`src/common/fmt_pkg.sv`:
```
// What this block does
// Reset or bare format command restores defaults.
// Turnaround delay 0..9999 ms, omitted is zero.
// One trigger character, zero means none.
// Response waits for trigger character arrival.
// Echo terminate discards input until seen.
// Terminator two codes, zero ends early.
// Host gives two terminator codes with initiator.
// Nonzero initiator sent before each response string.
// Terminator appended after every response.
// Turnaround delay before first response character.
// Intercharacter delay before every sent character.
// Reset or bare extended command clears delay, list.
// Ten-code list: Xoff trigger or immediate response.
// Immediate response sent right after enquiry.
// Acknowledge only when a block fits.
// Zero enquiry disables enquire/acknowledge.
// Host waits for acknowledge before each block.
// Host never exceeds the block size.
// Hardwire disabled holds terminal-ready asserted.
// Xoff sent when level exceeds size minus threshold.
// Threshold defaults 80 below buffer size.
// Xon sent when space returns.
// Xon level one block below Xoff level.
// Terminal-ready follows free space against block size.
// Millisecond tick times all delays.
package fmt_pkg;
	localparam int unsigned CLK_HZ = 125000000;
	localparam int unsigned MS_PER_S = 1000;
	localparam int unsigned TICK_CYCLES = CLK_HZ / MS_PER_S;
	localparam logic [13:0] DELAY_MAX = 14'd9999;
	localparam logic [6:0] TERM_DEFAULT = 7'h0d;
	localparam logic [15:0] BLOCK_DEFAULT = 16'h0050;
	localparam logic [15:0] BUFSIZE_DEFAULT = 16'h0400;
	localparam logic [15:0] XOFF_THR_DEFAULT = 16'h0050;
	localparam int unsigned LIST_LEN = 10;
	localparam int unsigned ACK_LEN = 10;
	// Register offsets.
	localparam logic [4:0] A_TURN = 5'h00;
	localparam logic [4:0] A_TRIG = 5'h01;
	localparam logic [4:0] A_ECHO = 5'h02;
	localparam logic [4:0] A_TERM = 5'h03;
	localparam logic [4:0] A_INIT = 5'h04;
	localparam logic [4:0] A_ICD = 5'h05;
	localparam logic [4:0] A_LISTLEN = 5'h06;
	localparam logic [4:0] A_LIST = 5'h07;
	localparam logic [4:0] A_ENQ = 5'h08;
	localparam logic [4:0] A_ACKLEN = 5'h09;
	localparam logic [4:0] A_ACK = 5'h0a;
	localparam logic [4:0] A_BLOCK = 5'h0b;
	localparam logic [4:0] A_BUFSIZE = 5'h0c;
	localparam logic [4:0] A_XOFFTHR = 5'h0d;
	localparam logic [4:0] A_MODE = 5'h0e;
	localparam logic [4:0] A_CMD = 5'h0f;
	localparam logic [4:0] A_STATUS = 5'h10;
	localparam logic [4:0] A_XONLEN = 5'h11;
	localparam logic [4:0] A_XON = 5'h12;
	// Command register bits.
	localparam int unsigned CMD_FMT_DEFAULT = 0;
	localparam int unsigned CMD_EXT_DEFAULT = 1;
	localparam int unsigned CMD_THR_DEFAULT = 2;
	// Mode register bits.
	localparam int unsigned MODE_XONXOFF = 0;
	localparam int unsigned MODE_HARDWIRE = 1;
	typedef enum logic [1:0] {SRC_RESP, SRC_IMM, SRC_ACK, SRC_FLOW} src_e;
	typedef enum logic [2:0] {
		TX_IDLE, TX_TURN, TX_GAP, TX_SEND, TX_WAIT
	} tx_e;
endpackage

```
`src/logic/serial_handshake_output_formatter.sv`:
```
// Design decisions made here: the register addresses and the plain strobed port.
`timescale 1ns/1ps
`default_nettype none
module serial_handshake_output_formatter (
	input wire logic clk,
	input wire logic rst_n,
	input wire logic [4:0] reg_addr,
	input wire logic [15:0] reg_wdata,
	input wire logic reg_wr,
	input wire logic reg_rd,
	output logic [15:0] reg_rdata,
	input wire logic rx_valid,
	input wire logic [7:0] rx_data,
	output logic rx_accept,
	output logic [7:0] rx_out_data,
	input wire logic resp_valid,
	input wire logic [7:0] resp_data,
	input wire logic resp_last,
	output logic resp_ready,
	output logic tx_valid,
	output logic [7:0] tx_data,
	input wire logic tx_ready,
	input wire logic [15:0] buf_level,
	output logic dtr
);
	localparam int unsigned LIST_LEN_I = fmt_pkg::LIST_LEN;
	// Parameters set by device-control commands.
	logic [13:0] turn_q;
	logic [6:0] trig_q, echo_q, term1_q, term2_q, init_q, enq_q;
	logic [13:0] icd_q;
	logic [6:0] list_q [LIST_LEN_I];
	logic [6:0] ack_q [LIST_LEN_I];
	logic [6:0] xon_q [LIST_LEN_I];
	logic [3:0] list_len_q, ack_len_q, xon_len_q;
	logic [15:0] block_q, bufsize_q, xoff_thr_q;
	logic xonxoff_q, hardwire_q;

	function automatic logic [13:0] clamp_ms(input logic [15:0] v);
		clamp_ms = (v > {2'b00, fmt_pkg::DELAY_MAX}) ? fmt_pkg::DELAY_MAX : v[13:0];
	endfunction

	wire logic [3:0] widx = reg_wdata[11:8];

	always_ff @(posedge clk or negedge rst_n) begin
		if (!rst_n) begin
			turn_q <= '0;
			trig_q <= '0;
			echo_q <= '0;
			term1_q <= fmt_pkg::TERM_DEFAULT;
			term2_q <= '0;
			init_q <= '0;
		end else if (reg_wr && reg_addr == fmt_pkg::A_CMD && reg_wdata[fmt_pkg::CMD_FMT_DEFAULT]) begin
			turn_q <= '0;
			trig_q <= '0;
			echo_q <= '0;
			term1_q <= fmt_pkg::TERM_DEFAULT;
			term2_q <= '0;
			init_q <= '0;
		end else if (reg_wr) begin
			case (reg_addr)
				fmt_pkg::A_TURN: begin
					turn_q <= clamp_ms(reg_wdata);
				end
				fmt_pkg::A_TRIG: begin
					trig_q <= (reg_wdata[6:0] == 7'h7f) ? 7'h00 : reg_wdata[6:0];
				end
				fmt_pkg::A_ECHO: begin
					echo_q <= (reg_wdata[6:0] == 7'h7f) ? 7'h00 : reg_wdata[6:0];
				end
				fmt_pkg::A_TERM: begin
					term1_q <= reg_wdata[6:0];
					term2_q <= reg_wdata[14:8];
				end
				fmt_pkg::A_INIT: begin
					init_q <= reg_wdata[6:0];
				end
				default: begin
				end
			endcase
		end
	end

	always_ff @(posedge clk or negedge rst_n) begin
		if (!rst_n) begin
			icd_q <= '0;
			list_len_q <= '0;
			for (int i = 0; i < LIST_LEN_I; i++) begin
				list_q[i] <= '0;
			end
		end else if (reg_wr && reg_addr == fmt_pkg::A_CMD && reg_wdata[fmt_pkg::CMD_EXT_DEFAULT]) begin
			icd_q <= '0;
			list_len_q <= '0;
		end else if (reg_wr && reg_addr == fmt_pkg::A_ICD) begin
			icd_q <= clamp_ms(reg_wdata);
		end else if (reg_wr && reg_addr == fmt_pkg::A_LISTLEN) begin
			list_len_q <= (reg_wdata[3:0] > 4'd10) ? 4'd10 : reg_wdata[3:0];
		end else if (reg_wr && reg_addr == fmt_pkg::A_LIST && widx < 4'd10) begin
			list_q[widx] <= reg_wdata[6:0];
		end
	end

	// Handshake configuration: enquiry, acknowledge, Xon, block and buffer sizes.
	always_ff @(posedge clk or negedge rst_n) begin
		if (!rst_n) begin
			enq_q <= '0;
			ack_len_q <= '0;
			xon_len_q <= '0;
			block_q <= fmt_pkg::BLOCK_DEFAULT;
			bufsize_q <= fmt_pkg::BUFSIZE_DEFAULT;
			xoff_thr_q <= fmt_pkg::XOFF_THR_DEFAULT;
			xonxoff_q <= 1'b0;
			hardwire_q <= 1'b0;
			for (int i = 0; i < LIST_LEN_I; i++) begin
				ack_q[i] <= '0;
				xon_q[i] <= '0;
			end
		end else if (reg_wr) begin
			case (reg_addr)
				fmt_pkg::A_ENQ: enq_q <= (reg_wdata[6:0] == 7'h7f) ? 7'h00 : reg_wdata[6:0];
				fmt_pkg::A_ACKLEN: ack_len_q <= (reg_wdata[3:0] > 4'd10) ? 4'd10 : reg_wdata[3:0];
				fmt_pkg::A_ACK: if (widx < 4'd10) ack_q[widx] <= reg_wdata[6:0];
				fmt_pkg::A_XONLEN: xon_len_q <= (reg_wdata[3:0] > 4'd10) ? 4'd10 : reg_wdata[3:0];
				fmt_pkg::A_XON: if (widx < 4'd10) xon_q[widx] <= reg_wdata[6:0];
				fmt_pkg::A_BLOCK: block_q <= reg_wdata;
				fmt_pkg::A_BUFSIZE: bufsize_q <= reg_wdata;
				fmt_pkg::A_XOFFTHR: xoff_thr_q <= reg_wdata;
				fmt_pkg::A_MODE: begin
					xonxoff_q <= reg_wdata[fmt_pkg::MODE_XONXOFF];
					hardwire_q <= reg_wdata[fmt_pkg::MODE_HARDWIRE];
				end
				fmt_pkg::A_CMD: if (reg_wdata[fmt_pkg::CMD_THR_DEFAULT]) xoff_thr_q <= fmt_pkg::XOFF_THR_DEFAULT;
				default: begin
				end
			endcase
		end
	end

	// Threshold is held as an offset, so a new buffer size moves the Xoff level with it.
	wire logic [15:0] xoff_level = bufsize_q - xoff_thr_q;
	wire logic [15:0] xon_level = xoff_level - block_q;
	wire logic [15:0] free_space = (buf_level >= bufsize_q) ? 16'h0000 : bufsize_q - buf_level;
	wire logic enq_on = (enq_q != 7'h00) && !xonxoff_q;

	// Millisecond timebase.
	logic [16:0] div_q;
	logic tick_q;
	always_ff @(posedge clk or negedge rst_n) begin
		if (!rst_n) begin
			div_q <= '0;
			tick_q <= 1'b0;
		end else if (div_q == 17'(fmt_pkg::TICK_CYCLES - 1)) begin
			div_q <= '0;
			tick_q <= 1'b1;
		end else begin
			div_q <= div_q + 17'd1;
			tick_q <= 1'b0;
		end
	end

	// Receive side: trigger, echo discard, enquiry.
	logic trig_seen_q, echo_hold_q, enq_pend_q, imm_pend_q;
	logic rx_accept_q;
	logic [7:0] rx_out_q;
	logic resp_done, enq_go, imm_go;
	fmt_pkg::tx_e st_q;
	wire logic rx_is = rx_valid && rx_data[7] == 1'b0;
	always_ff @(posedge clk or negedge rst_n) begin
		if (!rst_n) begin
			trig_seen_q <= 1'b0;
			echo_hold_q <= 1'b0;
			enq_pend_q <= 1'b0;
			imm_pend_q <= 1'b0;
			rx_accept_q <= 1'b0;
			rx_out_q <= '0;
		end else begin
			rx_accept_q <= 1'b0;
			rx_out_q <= rx_data;
			if (resp_done) begin
				trig_seen_q <= 1'b0;
				echo_hold_q <= (echo_q != 7'h00);
			end
			if (enq_go) enq_pend_q <= 1'b0;
			if (imm_go) imm_pend_q <= 1'b0;
			if (rx_valid) begin
				if (echo_hold_q) begin
					if (rx_is && rx_data[6:0] == echo_q && !resp_done) echo_hold_q <= 1'b0;
				end else if (enq_on && rx_is && rx_data[6:0] == enq_q) begin
					enq_pend_q <= 1'b1;
					imm_pend_q <= (list_len_q != 4'd0) && (list_q[0] != 7'h00);
				end else begin
					rx_accept_q <= 1'b1;
					if (trig_q != 7'h00 && rx_is && rx_data[6:0] == trig_q) trig_seen_q <= 1'b1;
				end
			end
		end
	end

	// Flow control decisions.
	logic xoff_sent_q, dtr_q, xoff_go, xon_go;
	assign xoff_go = xonxoff_q && !xoff_sent_q && buf_level > xoff_level;
	assign xon_go = xonxoff_q && xoff_sent_q && buf_level <= xon_level;
	assign enq_go = st_q == fmt_pkg::TX_IDLE && !xoff_go && !xon_go && enq_pend_q && !imm_pend_q
		&& free_space >= block_q;
	assign imm_go = st_q == fmt_pkg::TX_IDLE && !xoff_go && !xon_go && imm_pend_q;
	wire logic resp_go = resp_valid && (trig_q == 7'h00 || trig_seen_q);

	always_ff @(posedge clk or negedge rst_n) begin
		if (!rst_n) begin
			dtr_q <= 1'b1;
		end else if (!hardwire_q) begin
			dtr_q <= 1'b1;
		end else if (free_space < block_q) begin
			dtr_q <= 1'b0;
		end else if (free_space > block_q) begin
			dtr_q <= 1'b1;
		end
	end

	// Transmit sequencer.
	fmt_pkg::src_e src_q;
	logic [13:0] cnt_q;
	logic [1:0] phase_q;
	logic [3:0] idx_q;
	logic flow_off_q, tx_valid_q, resp_ready_q, last_q;
	logic [7:0] tx_data_q;
	logic [6:0] ch;
	logic ch_ok, last_pick;

	// Phase 0 initiator, 1 body, 2 first terminator, 3 second terminator.
	always_comb begin
		ch = 7'h00;
		ch_ok = 1'b0;
		last_pick = 1'b0;
		case (src_q)
			fmt_pkg::SRC_RESP: begin
				case (phase_q)
					2'd0: begin
						ch = init_q;
						ch_ok = init_q != 7'h00;
					end
					2'd1: begin
						ch = resp_data[6:0];
						ch_ok = resp_valid;
					end
					2'd2: begin
						ch = term1_q;
						ch_ok = term1_q != 7'h00;
						last_pick = !ch_ok || term2_q == 7'h00;
					end
					default: begin
						ch = term2_q;
						ch_ok = term1_q != 7'h00 && term2_q != 7'h00;
						last_pick = 1'b1;
					end
				endcase
			end
			fmt_pkg::SRC_IMM: begin
				ch = list_q[idx_q];
				ch_ok = idx_q < list_len_q && list_q[idx_q] != 7'h00;
				last_pick = !ch_ok || idx_q + 4'd1 >= list_len_q;
			end
			fmt_pkg::SRC_ACK: begin
				ch = ack_q[idx_q];
				ch_ok = idx_q < ack_len_q && ack_q[idx_q] != 7'h00;
				last_pick = !ch_ok || idx_q + 4'd1 >= ack_len_q;
			end
			default: begin
				ch = flow_off_q ? list_q[idx_q] : xon_q[idx_q];
				ch_ok = idx_q < (flow_off_q ? list_len_q : xon_len_q) && ch != 7'h00;
				last_pick = !ch_ok || idx_q + 4'd1 >= (flow_off_q ? list_len_q : xon_len_q);
			end
		endcase
	end

	assign resp_done = src_q == fmt_pkg::SRC_RESP && phase_q[1] && ((st_q == fmt_pkg::TX_WAIT
		&& tx_ready && last_pick) || (st_q == fmt_pkg::TX_SEND && !ch_ok));
	always_ff @(posedge clk or negedge rst_n) begin
		if (!rst_n) begin
			st_q <= fmt_pkg::TX_IDLE;
			last_q <= 1'b0;
			src_q <= fmt_pkg::SRC_RESP;
			cnt_q <= '0;
			phase_q <= '0;
			idx_q <= '0;
			flow_off_q <= 1'b0;
			xoff_sent_q <= 1'b0;
			tx_valid_q <= 1'b0;
			tx_data_q <= '0;
			resp_ready_q <= 1'b0;
		end else begin
			resp_ready_q <= 1'b0;
			case (st_q)
				fmt_pkg::TX_IDLE: begin
					idx_q <= '0;
					phase_q <= '0;
					if (xoff_go || xon_go) begin
						src_q <= fmt_pkg::SRC_FLOW;
						flow_off_q <= xoff_go;
						xoff_sent_q <= xoff_go;
						cnt_q <= icd_q;
						st_q <= fmt_pkg::TX_GAP;
					end else if (imm_go) begin
						src_q <= fmt_pkg::SRC_IMM;
						cnt_q <= icd_q;
						st_q <= fmt_pkg::TX_GAP;
					end else if (enq_go) begin
						src_q <= fmt_pkg::SRC_ACK;
						cnt_q <= turn_q;
						st_q <= fmt_pkg::TX_TURN;
					end else if (resp_go) begin
						src_q <= fmt_pkg::SRC_RESP;
						cnt_q <= turn_q;
						st_q <= fmt_pkg::TX_TURN;
					end
				end
				fmt_pkg::TX_TURN, fmt_pkg::TX_GAP: begin
					if (cnt_q == 14'd0) begin
						if (st_q == fmt_pkg::TX_TURN) begin
							cnt_q <= icd_q;
							st_q <= fmt_pkg::TX_GAP;
						end else begin
							st_q <= fmt_pkg::TX_SEND;
						end
					end else if (tick_q) begin
						cnt_q <= cnt_q - 14'd1;
					end
				end
				fmt_pkg::TX_SEND: begin
					if (src_q == fmt_pkg::SRC_RESP && phase_q == 2'd0 && !ch_ok) begin
						phase_q <= 2'd1;
					end else if (ch_ok) begin
						tx_valid_q <= 1'b1;
						tx_data_q <= {1'b0, ch};
						last_q <= resp_last;
						if (src_q == fmt_pkg::SRC_RESP && phase_q == 2'd1) resp_ready_q <= 1'b1;
						st_q <= fmt_pkg::TX_WAIT;
					end else if (src_q != fmt_pkg::SRC_RESP || phase_q[1]) begin
						st_q <= fmt_pkg::TX_IDLE;
					end
				end
				default: begin
					if (tx_ready) begin
						tx_valid_q <= 1'b0;
						cnt_q <= icd_q;
						st_q <= fmt_pkg::TX_GAP;
						if (src_q == fmt_pkg::SRC_RESP) begin
							if (phase_q == 2'd1 && last_q) phase_q <= 2'd2;
							else if (phase_q != 2'd1) phase_q <= phase_q + 2'd1;
							if (phase_q[1] && last_pick) st_q <= fmt_pkg::TX_IDLE;
						end else begin
							idx_q <= idx_q + 4'd1;
							if (last_pick) st_q <= fmt_pkg::TX_IDLE;
						end
					end
				end
			endcase
		end
	end

	// Register read port.
	logic [15:0] rd_q;
	always_ff @(posedge clk or negedge rst_n) begin
		if (!rst_n) begin
			rd_q <= '0;
		end else if (reg_rd) begin
			case (reg_addr)
				fmt_pkg::A_TURN: rd_q <= {2'b00, turn_q};
				fmt_pkg::A_TRIG: rd_q <= {9'h000, trig_q};
				fmt_pkg::A_ECHO: rd_q <= {9'h000, echo_q};
				fmt_pkg::A_TERM: rd_q <= {1'b0, term2_q, 1'b0, term1_q};
				fmt_pkg::A_INIT: rd_q <= {9'h000, init_q};
				fmt_pkg::A_ICD: rd_q <= {2'b00, icd_q};
				fmt_pkg::A_LISTLEN: rd_q <= {12'h000, list_len_q};
				fmt_pkg::A_ENQ: rd_q <= {9'h000, enq_q};
				fmt_pkg::A_ACKLEN: rd_q <= {12'h000, ack_len_q};
				fmt_pkg::A_XONLEN: rd_q <= {12'h000, xon_len_q};
				fmt_pkg::A_BLOCK: rd_q <= block_q;
				fmt_pkg::A_BUFSIZE: rd_q <= bufsize_q;
				fmt_pkg::A_XOFFTHR: rd_q <= xoff_thr_q;
				fmt_pkg::A_MODE: rd_q <= {14'h0000, hardwire_q, xonxoff_q};
				fmt_pkg::A_STATUS: rd_q <= {9'h000, st_q, echo_hold_q, trig_seen_q, xoff_sent_q, dtr_q};
				default: rd_q <= '0;
			endcase
		end else begin
			rd_q <= '0;
		end
	end

	assign reg_rdata = rd_q;
	assign rx_accept = rx_accept_q;
	assign rx_out_data = rx_out_q;
	assign resp_ready = resp_ready_q;
	assign tx_valid = tx_valid_q;
	assign tx_data = tx_data_q;
	assign dtr = dtr_q;
endmodule // serial_handshake_output_formatter
`default_nettype wire

```
`config.mk`:
```
export PLATFORM = sky130hd
export DESIGN_NAME = serial_handshake_output_formatter
export DESIGN_NICKNAME = d
export VERILOG_FILES = /design/src/common/fmt_pkg.sv /design/src/logic/serial_handshake_output_formatter.sv
export SDC_FILE = /design/constraint.sdc
export NUM_CORES = 1
export LEC_CHECK = 0
export BUFFER_PORTS_ARGS = -buffer_cell sky130_fd_sc_hd__buf_2
export CORE_UTILIZATION = 30
export CTS_CLUSTER_SIZE = 24
export DETAILED_ROUTE_END_ITERATION = 16
export PLACE_DENSITY = 0.5
export SLEW_MARGIN = 40
export SYNTH_ARGS = -nofsm -noshare
export SYNTH_HDL_FRONTEND = slang
export SYNTH_SLANG_ARGS = --single-unit
```
`constraint.sdc`:
```
create_clock -name clk -period 7 [get_ports clk]
set_input_delay 0.7 -clock clk [delete_from_list [all_inputs] [get_ports clk]]
set_output_delay 0.7 -clock clk [all_outputs]
set_load 0.02 [all_outputs]
```
==> results, run 1 <==
- The run finished with clean final reports.
- Yosys mapped a number of flops with a built-in enable equal to 0.
- TritonCTS created 50 clock buffers.
- The remaining number of nets flagged by the antenna check after routing is 0.
- Wires add up to 76900 um.
- The most common cell after layout, fill and taps aside is sky130_fd_sc_hd__dfrtp_1.
- Net switching is 38.0% of the power.
- Static timing analysis puts the maximum clock frequency at 154 MHz.
- The initial antenna violation count is 7.
- For this design the top-level I/O count stands at 97.
- The H-tree was split into 2 levels.
- Summing over every cut layer, the via total after detailed routing is ~19000.
- The final estimated routing congestion in global placement is 0.902.
- The number of pins exceeding their max-slew limit in the final report is 0.
- In this run, flip-flops and latches consume between 30% and 40% of the power.
- The number of different library cells used by synthesis comes to 77.
- The clock tree from TritonCTS is built.
- The number of buffers inserted to repair setup after CTS is 0.
- The worst path required time is 7.48 ns.
- Per report_power, the combinational group accounts for 37.5% of the total.
- The dominant synthesized flop cell is sky130_fd_sc_hd__dfrtp_1.
- The tool flagged a number of max-cap violations equal to 0.
- Between clock sinks in the finished design, the worst skew comes to 0.0664 ns.
- The cell type with the largest total area after synthesis is sky130_fd_sc_hd__dfrtp_1.
- The floorplan has 103 rows.
- STA puts the critical path data arrival time at approximately 7.0 ns.
- For the finished layout, the period the worst path requires is roughly 6.5 ns.
- The kind of capture point of the worst setup path is a flip-flop.
- In this run the cell area of the synthesized design comes to about 24000 um^2.
- The floorplan step defined a die boundary enclosing 81900 um^2.
- The synthesized design contains ~430 register bits.
- The count of fill cells added during filler insertion is 8071.
- Summed over all cells, the static leakage comes to between 10 and 15 nW.
- The proportion of netlist area held by the largest area contributor is between 40% and 50%.
- The hold buffer count at CTS is 0.
- Of the cells placed in the final design, the portion with a size suffix greater than 1 is 22.6%.
- The number of buffer cells added on primary ports is 94.
- A synthesized cell averages about 11 um^2.
- The slew at the pin closest to its max-slew limit is around 0.84 ns.
- The largest single stage delay on the critical path is 0.40 ns.
- Synthesis handed over a netlist of 2302 instances.
- The longest clock path from root to sink contains 3 buffers.
- Of all flip-flops after synthesis, the portion carrying an async set or reset was 100%.
- The effective utilization at floorplan is 30.5%.
- The number of iterations in the first detailed-routing pass is 8.
- Leaving out fill and tap cells, the most frequent cells in the layout are sky130_fd_sc_hd__dfrtp_1, sky130_fd_sc_hd__mux2_2, sky130_fd_sc_hd__nand2_1.
- The switching power summed over all nets is 3.57 mW.
- The average vias per placed instance is 5.43.
- The largest net degree at the start of global routing is 150.
- The first-pass GRT wire length is ~120000 um.
- Counting every net in the synthesized netlist gives about 2500.
- The HPWL after detailed placement is 55600 um.
- For this run, design rule violations remaining after detail routing come to 0.
- The clock input transition at the sequential cells of the worst setup and hold paths is about 0.060 ns.
- The library cell contributing the largest single delay on the critical path is sky130_fd_sc_hd__fa_1.
- In the final routed layout, each cell accounts on average for 22.2 um.
- The signed area change from the synthesized netlist to the final layout is 14.4%.
- The total congestion overflow after global routing is 0.
- The clock net in this run drives a total of 426 sinks.
- STA classifies the critical path startpoint as a flip-flop.
- The critical path in this run is classified as flip-flop to flip-flop.
- Across the VDD grid, the largest voltage drop is ~0.00024 V.
- The cell area power density is between 300 and 400 nW/um^2.
- For this run, the number of Yosys warnings is 0.
- In this run the vertical extent of the chip is 286 um.
- The tightest min-delay check is of the primary input to async pin type.
- After the first detailed-routing iteration, the DRC count stood at 1570.
- Dividing the final minimum period by the clock period gives a little over 90%.
- The fraction of the yosys area taken by sequential cells is 44.1%.
- The worst setup slack after layout is 0.487 ns.
- Sorting the synthesized cells by area gives the leading types as sky130_fd_sc_hd__dfrtp_1, sky130_fd_sc_hd__mux2_2, sky130_fd_sc_hd__ha_1.
- The final setup violation count is 0.
- The later-pin clock latency in the skew report is 0.65 ns.
- The number of gates resized after CTS was 0.
- Setup slack on the worst reg-to-reg path comes out at 0.49 ns.
- The design internal power is 5.81 mW.
- Global routing used approximately a fifth of the available tracks.
- The final count of hold timing violations is 0.
- After the last flow step, the layout net total stands at 2568.
- The clock network accounts for 29.0% of the total power.
- The clock tree root driver cell is sky130_fd_sc_hd__clkbuf_16.
- The total area inside the core boundary comes to around 79000 um^2.
- In this run the horizontal extent of the chip is 286 um.
- Of all nets on the critical path, the largest fanout is 12.
- The count of placed standard cells including taps is 3376.
- The post-placement worst setup slack is 0.212 ns.
- The final non-filler cell total is approximately 3500.
- The worst relative slew slack is between 40% and 50%.
- The via count of the first global-routing pass is 19300.
## final cells by class
type	count	area, um^2	area share (%)
diodes	1	2.50	0.00903
well taps	1050	1310	4.74
clock inverters	24	329	1.19
flip-flops and latches	426	10700	38.5
repair buffers	136	860	3.10
inverters	104	390	1.41
multi-input cells	1661	12800	46.1
clock buffers	65	1380	4.97
## worst max-delay path, delay by kind of cell, from the launching register on
kind                     cells  cell delay [ns]
adder cells (fa/ha/maj)      4             1.23
buffers and inverters        6             0.91
XOR/XNOR                     2             0.42
AO/OA/AOI/OAI               14             2.35
flip-flops                   1             0.39
AND/OR/NAND/NOR              7             1.11
## synthesized netlist by cell type (all sizes together), types with 8 or more instances
cell type	number
dfrtp	417
and3	16
o2111ai	8
a221o	9
a221oi	26
nor2b	30
a21oi	127
mux4	33
or2	8
o31ai	9
mux2	254
dfstp	9
o21ai	109
nand2	195
or3	9
mux2i	45
xor2	37
o41ai	9
or4	9
nor4	12
clkbuf	92
o21bai	11
inv	104
nor3	35
nand4	23
a21o	16
nor2	179
nand3	45
buf	19
ha	125
nand2b	23
o211ai	18
xnor2	48
a31oi	25
a222oi	18
a22oi	37
a22o	30
## cell families (layout without fill, tap and decap cells)
family	after synthesis	count (layout)	synth area share [%]
AND/OR/NAND/NOR	607	607	11.6
buffers and inverters	215	329	3.58
other	1	2	0.0155
XOR/XNOR	86	86	3.17
multiplexers	332	332	16.7
adder cells (fa/ha/maj)	128	128	6.70
flip-flops	426	426	44.1
AO/OA/AOI/OAI	507	507	14.1
## sequential cells by signal, indices dropped and copies added, names as in the netlist, 7 cells and up
signal       count
enq_q            7
reg_rdata       16
rx_out_data      8
term2_q          7
icd_q           14
init_q           7
block_q         16
term1_q          7
list_q          70
xoff_thr_q      16
xon_q           70
tx_data          7
echo_q           7
turn_q          14
ack_q           70
cnt_q           14
bufsize_q       16
trig_q           7
div_q           17
## through the flow
step                      hold slack (ns)  instance area, um^2  TNS (ns)  utilization, %  total power [mW]
final                              0.0128                27700         0            34.9              9.37
after global routing               0.0664                27700    -0.243            34.9              10.0
after CTS                          0.0266                27700         0            34.8              9.41
after detailed placement            0.460                25900         0            32.7              6.66
after global placement              0.455                25900         0            32.6              6.57
after floorplan                     0.404                24200         0               -              5.56
## worst paths after layout
| kind | start | to | cells after the start |
|---|---|---|---|
| setup / recovery | bufsize_q[0]$_DFFE_PN0P_ | cnt_q[0]$_DFFE_PN0P_ | 33 |
| hold / removal | rst_n | ack_q[66]$_DFFE_PN0P_ | 1 |
| setup reg to reg | bufsize_q[0]$_DFFE_PN0P_ | cnt_q[0]$_DFFE_PN0P_ | 33 |
| hold reg to reg | tx_data[4]$_DFFE_PN0P_ | tx_data[4]$_DFFE_PN0P_ | 2 |
| max in group asynchronous | rst_n | block_q[1]$_DFFE_PN0P_ | 3 |
| min in group clk | rx_data[7] | rx_out_data[7]$_DFF_PN0_ | 1 |
## power groups by stage
stage | Sequential [mW] | Combinational (mW) | Clock (mW)
final | 3.14 | 3.52 | 2.72
after global routing | 3.18 | 3.95 | 2.88
after CTS | 3.14 | 3.51 | 2.77
after detailed placement | 3.18 | 3.48 | 0
after global placement | 3.17 | 3.40 | 0
after floorplan | 2.99 | 2.57 | 0
## layer usage
metal,track usage [%],wire (um),vias to the layer above
met5,0,91,-
met4,5.99,2290,14
met3,3.01,4050,130
met2,31.8,37300,518
met1,24.7,33200,9592
li1,-,-,8579
No activity file was read; power rests on OpenSTA's default activity.
==> inputs of run 2 (changes only) <==
--- a/config.mk
+++ b/config.mk
@@ -9,6 +9,7 @@
 export CORE_UTILIZATION = 30
 export CTS_CLUSTER_SIZE = 24
 export DETAILED_ROUTE_END_ITERATION = 16
+export HOLD_SLACK_MARGIN = 0.1
 export PLACE_DENSITY = 0.5
 export SLEW_MARGIN = 40
 export SYNTH_ARGS = -nofsm -noshare
==> run 2 against run 1 <==
Compared with the run above: critical path depth unchanged; clock power about the same; hold slack improved by 0.25 ns; die area unchanged; worst setup slack improved by 0.0033 ns; wire length about the same; non-clock buffer count increased by 1.
==> results, run 2 (synthesis gave the netlist of run 1 again) <==
- Result of the run: finished, final reports clean (unchanged).
- The clock tree from TritonCTS is built (unchanged).
- The number of buffer cells added on primary ports is 94 (unchanged).
- Largest registers: ack_q (70), list_q (70), xon_q (70) (unchanged).
- The via count of the first global-routing pass is 19300 (unchanged).
- The cell area power density came to 338 nW/um^2 (about the same).
- The vias after detailed routing is 18800 (about the same).
- The estimated wirelength of the detail-placed design is 55600 um (unchanged).
- The number of core rows is 103 (unchanged).
- The largest fanout of any net on the critical path was 12 (unchanged).
- The first-pass GRT wire length was 119000 um (unchanged).
- The overall routed net length is 76900 um (about the same).
- The static leakage came to 12.6 nW (about the same).
- The most common cell after layout, fill and taps aside is sky130_fd_sc_hd__dfrtp_1 (unchanged).
- The number of CTS-inserted buffers is 50 (unchanged).
- The kind of capture point of the worst setup path is a flip-flop (unchanged).
- The average vias per placed instance is 5.42 (was 5.43).
- The maximum clock frequency was 154 MHz (about the same).
- The final count of hold timing violations is 0 (unchanged).
- The clock input transition at the sequential cells of the worst setup and hold paths is 0.07 ns (was 0.06 ns).
- The library cell contributing the largest single delay on the critical path is sky130_fd_sc_hd__fa_1 (unchanged).
- The maximum root-to-sink buffer count is 3 (unchanged).
- The worst setup slack after layout came to 0.491 ns (was 0.487 ns).
- The post-placement worst setup slack is 0.212 ns (unchanged).
- The number of sinks handled by clock tree synthesis is 426 (unchanged).
- The effective utilization at floorplan is 30.5% (unchanged).
- The clock tree root driver cell is sky130_fd_sc_hd__clkbuf_16 (unchanged).
- The slew at the pin closest to its max-slew limit came to 0.844 ns (about the same).
- The worst path required time is 7.48 ns (about the same).
- The largest stage delay on the critical path was 0.40 ns (about the same).
- The later-pin clock latency in the skew report is 0.65 ns (about the same).
- The class of the tightest hold or removal check is primary input to flip-flop (was primary input to async pin).
- The count of fill cells added during filler insertion is 8070 (was 8071).
- The fraction of final layout cells with drive strength greater than 1 came to 22.6% (about the same).
- The number of iterations in the first detailed-routing pass is 7 (was 8).
- The remaining number of nets flagged by the antenna check after routing is 0 (unchanged).
- The initial antenna violation count is 7 (unchanged).
- The total routing usage reported by global routing is 18.9% (unchanged).
- The largest vdd supply drop is 0.000241 V (was 0.000242 V).
- The total congestion overflow after global routing came to 0 (unchanged).
- The kind of critical path is flip-flop to flip-flop (unchanged).
- The number of buffers inserted to repair setup after CTS is 0 (unchanged).
- The initial DRC count is 1554 (was 1570).
- The largest net degree at the start of global routing came to 150 (unchanged).
- The final layout net count was 2569 (was 2568).
- The clock skew is 0.0660 ns (was 0.0664 ns).
- The arrival time of the worst setup path came to 6.99 ns (about the same).
- The total I/O pin count is 97 (unchanged).
- The number of pins exceeding their max-slew limit in the final report was 0 (unchanged).
- The die height is 286 um (unchanged).
- The maximum level of the CTS H-tree came to 2 (unchanged).
- The share of the cycle needed by the critical path after routing is 93.0% (about the same).
- The width of the die was 286 um (unchanged).
- Commonest non-fill, non-tap cells in the layout: sky130_fd_sc_hd__dfrtp_1, sky130_fd_sc_hd__mux2_2, sky130_fd_sc_hd__nand2_1 (unchanged).
- The total negative slack for setup checks is 0 ns (unchanged).
- The worst relative slew slack is 43.8% (was 43.7%).
- The final setup violation count is 0 (unchanged).
- The number of remaining DRC errors is 0 (unchanged).
- The routed length per placed instance came to 22.2 um (about the same).
- The final estimated routing congestion in global placement is 0.902 (unchanged).
- The count of maximum capacitance violations came to 0 (unchanged).
- The signed area change from the synthesized netlist to the final layout was 14.5% (was 14.4%).
- The die footprint is 81900 um^2 (unchanged).
- The core outline area is 79400 um^2 (unchanged).
- The kind of launch point of the worst setup path was a flip-flop (unchanged).
- The post-route total power is 9.36 mW (was 9.37 mW).
- The time the final worst path needs with I/O delays and setup is 6.51 ns (about the same).
- The utilization after layout is 34.9% (about the same).
==> run 2: cell count changes in the layout (fill, tap and decap cells not counted), sizes merged <==
cell         delta
diode           +1
dlygate4sd3     +1
==> run 2: final cells by class <==
| cell class | count | area (um^2) | share of cell area (%) |
|---|---|---|---|
| timing repair buffer | 137 | 870 | 3.14 |
| clock buffer | 65 | 1380 | 4.97 |
| antenna | 2 | 5.00 | 0.0180 |
| clock inverter | 24 | 329 | 1.19 |
| sequential | 426 | 10700 | 38.5 |
| multi-input combinational | 1661 | 12800 | 46.0 |
| inverter | 104 | 390 | 1.41 |
| tap | 1050 | 1310 | 4.74 |
==> run 2: path summary, 6_finish.rpt <==
path / startpoint / to / slack, ns / cells after the start
setup / recovery: bufsize_q[0]$_DFFE_PN0P_ / cnt_q[0]$_DFFE_PN0P_ / 0.49 / 33
max in group asynchronous: rst_n / block_q[1]$_DFFE_PN0P_ / 5.03 / 4
min in group asynchronous: rst_n / ack_q[66]$_DFFE_PN0P_ / 0.60 / 2
setup reg to reg: bufsize_q[0]$_DFFE_PN0P_ / cnt_q[0]$_DFFE_PN0P_ / 0.49 / 33
hold / removal: rx_data[7] / rx_out_data[7]$_DFF_PN0_ / 0.26 / 1
hold reg to reg: tx_data[4]$_DFFE_PN0P_ / tx_data[4]$_DFFE_PN0P_ / 0.47 / 2
==> run 2: stage by stage <==
stage	instances	cell area [um^2]	hold WS, ns
global placement	3376	25900	0.455
CTS	3466	27700	0.248
detailed placement	3376	25900	0.460
finish	3469	27700	0.261
floorplan	2302	24200	0.404
global route	3467	27700	0.239
==> run 2: repair_timing <==
item                       CTS  global route
setup endpoints to repair    0            16
hold endpoints to repair    53             0
gates resized for setup      0             4
hold buffers                 1             0
==> run 2: critical path: cells and delay by family (launching register included) <==
kind	cells	cell delay, ns
AOI/OAI and AO/OA	14	2.33
adders and majority gates	4	1.23
and+or+nand+nor	7	1.11
buffers and inverters	6	0.91
xor gates and xnor gates	2	0.42
DFF	1	0.39
==> run 2: layer usage <==
layer,up-vias,share of wire (%),GRT usage [%]
li1,8585,-,-
met1,9545,43,24.7
met2,521,49,31.8
met3,124,5.6,3.01
met4,12,2.9,5.99
met5,-,0.099,0
==> run 2: report_power, final <==
part,switching [mW],internal [mW],leakage (nW)
clock,1.13,1.59,0.832
combinational,2.03,1.48,6.08
sequential,0.398,2.74,5.68
==> inputs of run 3 (changes only) <==
--- a/config.mk
+++ b/config.mk
@@ -6,11 +6,12 @@
 export NUM_CORES = 1
 export LEC_CHECK = 0
 export BUFFER_PORTS_ARGS = -buffer_cell sky130_fd_sc_hd__buf_2
-export CORE_UTILIZATION = 30
+export CORE_UTILIZATION = 60
+export CTS_BUF_LIST = sky130_fd_sc_hd__clkbuf_4 sky130_fd_sc_hd__clkbuf_8
 export CTS_CLUSTER_SIZE = 24
 export DETAILED_ROUTE_END_ITERATION = 16
 export HOLD_SLACK_MARGIN = 0.1
-export PLACE_DENSITY = 0.5
+export PLACE_DENSITY = 0.83
 export SLEW_MARGIN = 40
 export SYNTH_ARGS = -nofsm -noshare
 export SYNTH_HDL_FRONTEND = slang
==> run 3 against run 2 <==
Compared with the run above: total power decreased by 3.4%; sequential power hardly changed; register-to-register slack worse by 0.14 ns; non-clock buffer count down 12; critical path depth fell by 2; combinational power decreased by 2%; hold slack got worse by 0.060 ns; via count rose by 4.9%.
==> results, run 3 (synthesis gave the netlist of run 1 again) <==
- The width of the die came to 203 um (was 286 um).
- The final estimated routing congestion in global placement was 0.957 (was 0.902).
- The initial antenna violation count is 2 (was 7).
- The total routing usage reported by global routing came to 34.4% (was 18.9%).
- The number of buffers inserted to repair setup after CTS came to 0 (unchanged).
- The largest stage delay on the critical path was 0.41 ns (was 0.40 ns).
- The vias after detailed routing was 19700 (was 18800).
- The later-pin clock latency in the skew report is 0.66 ns (was 0.65 ns).
- The static leakage is 12.6 nW (about the same).
- The average vias per placed instance is 6.62 (was 5.42).
- The worst setup slack after layout is 0.352 ns (was 0.491 ns).
- The initial DRC count is 1915 (was 1554).
- The clock input transition at the sequential cells of the worst setup and hold paths came to 0.06 ns (was 0.07 ns).
- The number of remaining DRC errors is 0 (unchanged).
- The largest fanout of any net on the critical path is 8 (was 12).
- The kind of critical path is flip-flop to flip-flop (unchanged).
- The library cell contributing the largest single delay on the critical path is sky130_fd_sc_hd__fa_1 (unchanged).
- The core outline area is 39700 um^2 (was 79400 um^2).
- The worst relative slew slack is 39.4% (was 43.8%).
- The most frequent cell on the critical path is sky130_fd_sc_hd__a21oi_1.
- The share of the cycle needed by the critical path after routing came to 95.0% (was 93.0%).
- The clock skew was 0.0530 ns (was 0.0660 ns).
- The effective utilization at floorplan is 61.0% (was 30.5%).
- The clock tree root driver cell is sky130_fd_sc_hd__clkbuf_8 (was sky130_fd_sc_hd__clkbuf_16).
- The first-pass GRT wire length is 110000 um (was 119000 um).
- The cell area power density is 337 nW/um^2 (was 338 nW/um^2).
- The number of iterations in the first detailed-routing pass is 7 (unchanged).
- The final count of hold timing violations is 0 (unchanged).
- The clock tree from TritonCTS is built (unchanged).
- The worst path required time is 7.48 ns (about the same).
- Commonest non-fill, non-tap cells in the layout: sky130_fd_sc_hd__dfrtp_1, sky130_fd_sc_hd__mux2_2, sky130_fd_sc_hd__nand2_1 (unchanged).
- The slew at the pin closest to its max-slew limit is 0.905 ns (was 0.844 ns).
- The maximum root-to-sink buffer count is 3 (unchanged).
- The time the final worst path needs with I/O delays and setup is 6.65 ns (was 6.51 ns).
- The number of buffer cells added on primary ports is 94 (unchanged).
- Setup repair after global routing left no endpoint under its margin.
- The final layout net count is 2579 (was 2569).
- The largest net degree at the start of global routing is 97 (was 150).
- The signed area change from the synthesized netlist to the final layout was 11.0% (was 14.5%).
- The count of buffering cells on the critical path with inverters included is 4 (was 6).
- The kind of launch point of the worst setup path is a flip-flop (unchanged).
- The count of fill cells added during filler insertion is 2924 (was 8070).
- The most common cell after layout, fill and taps aside is sky130_fd_sc_hd__dfrtp_1 (unchanged).
- The remaining number of nets flagged by the antenna check after routing is 0 (unchanged).
- The estimated wirelength of the detail-placed design was 49000 um (was 55600 um).
- The kind of capture point of the worst setup path is a flip-flop (unchanged).
- The number of pins exceeding their max-slew limit in the final report is 0 (unchanged).
- The cell family contributing the most delay on the critical path is compound AO/OA/AOI/OAI gates (unchanged).
- The total I/O pin count is 97 (unchanged).
- The post-placement worst setup slack came to 0.370 ns (was 0.212 ns).
- Largest registers: ack_q (70), list_q (70), xon_q (70) (unchanged).
- The total congestion overflow after global routing is 0 (unchanged).
- The utilization after layout is 67.7% (was 34.9%).
- The via count of the first global-routing pass came to 19800 (was 19300).
- The arrival time of the worst setup path came to 7.13 ns (was 6.99 ns).
- The overall routed net length was 70000 um (was 76900 um).
- The maximum clock frequency was 150 MHz (was 154 MHz).
- The number of sinks handled by clock tree synthesis is 426 (unchanged).
- The die height is 203 um (was 286 um).
- The number of core rows is 73 (was 103).
- The largest vdd supply drop is 0.000268 V (was 0.000241 V).
- The routed length per placed instance is 23.5 um (was 22.2 um).
- The total negative slack for setup checks came to 0 ns (unchanged).
- The final setup violation count is 0 (unchanged).
- The class of the tightest hold or removal check was primary input to flip-flop (unchanged).
- The number of CTS-inserted buffers came to 72 (was 50).
- Result of the run: finished, final reports clean (unchanged).
- The fraction of final layout cells with drive strength greater than 1 was 23.8% (was 22.6%).
- The maximum level of the CTS H-tree is 3 (was 2).
- The die footprint was 41200 um^2 (was 81900 um^2).
- The count of maximum capacitance violations came to 0 (unchanged).
==> run 3: changes by cell type in the layout (fill, tap and decap cells not counted), sizes merged <==
cell    previous run  this run
buf              136       123
bufinv             5         1
clkbuf            65       119
clkinv            13         7
diode              2         3
inv              107       106
==> run 3: layer usage <==
layer  vias to the layer above  wire [um]  GRT usage, %
met5                         -          0             0
met4                         0       4170          20.6
met3                       277       5880          6.92
met2                      1063      33400          56.3
met1                      9743      26500          42.3
li1                       8619          -             -
==> run 3: final timing paths <==
kind                            slack (ns)  depth (start not counted)                          to                     start
min in group asynchronous             0.65                          2  xoff_thr_q[15]$_DFFE_PN0P_                     rst_n
worst max register to register        0.35                         31       cnt_q[11]$_DFFE_PN0P_  bufsize_q[0]$_DFFE_PN0P_
max in group asynchronous             4.97                          4       ack_q[40]$_DFFE_PN0P_                     rst_n
worst max-delay path                  0.35                         31       cnt_q[11]$_DFFE_PN0P_  bufsize_q[0]$_DFFE_PN0P_
worst min register to register        0.48                          2      tx_data[3]$_DFFE_PN0P_    tx_data[3]$_DFFE_PN0P_
worst min-delay path                  0.20                          1    rx_out_data[7]$_DFF_PN0_                rx_data[7]
==> run 3: per-stage QoR <==
step	instances	total power [mW]	area, um^2	hold slack (ns)
2_1_floorplan	2302	5.56	24200	0.404
3_3_place_gp	2838	6.37	25100	0.464
3_5_place_dp	2840	6.53	25200	0.472
4_1_cts	2972	8.98	26800	0.163
5_1_grt	2974	9.58	26900	0.165
6_report	2975	9.05	26900	0.201
==> run 3: area by class of cell <==
| cell class | count | area (um^2) | share of cell area, % |
|---|---|---|---|
| inverter | 104 | 390 | 1.45 |
| multi-input combinational | 1661 | 12700 | 47.4 |
| antenna | 3 | 7.51 | 0.0279 |
| clock buffer | 118 | 1480 | 5.51 |
| timing repair buffer | 125 | 791 | 2.94 |
| sequential | 426 | 10700 | 39.7 |
| clock inverter | 13 | 135 | 0.503 |
| tap | 525 | 657 | 2.44 |
==> run 3: power breakdown <==
group	internal (mW)	total, mW	switching (mW)
Clock	1.39	2.44	1.06
Combinational	1.45	3.45	2.00
Sequential	2.74	3.15	0.408
Total	5.58	9.05	3.47
==> run 3: timing repair <==
item                                    4_1_cts  5_1_grt
endpoints found under the setup margin        0        6
hold endpoints to repair                     57        0
hold buffers                                  1        0
resized for setup                             0        2
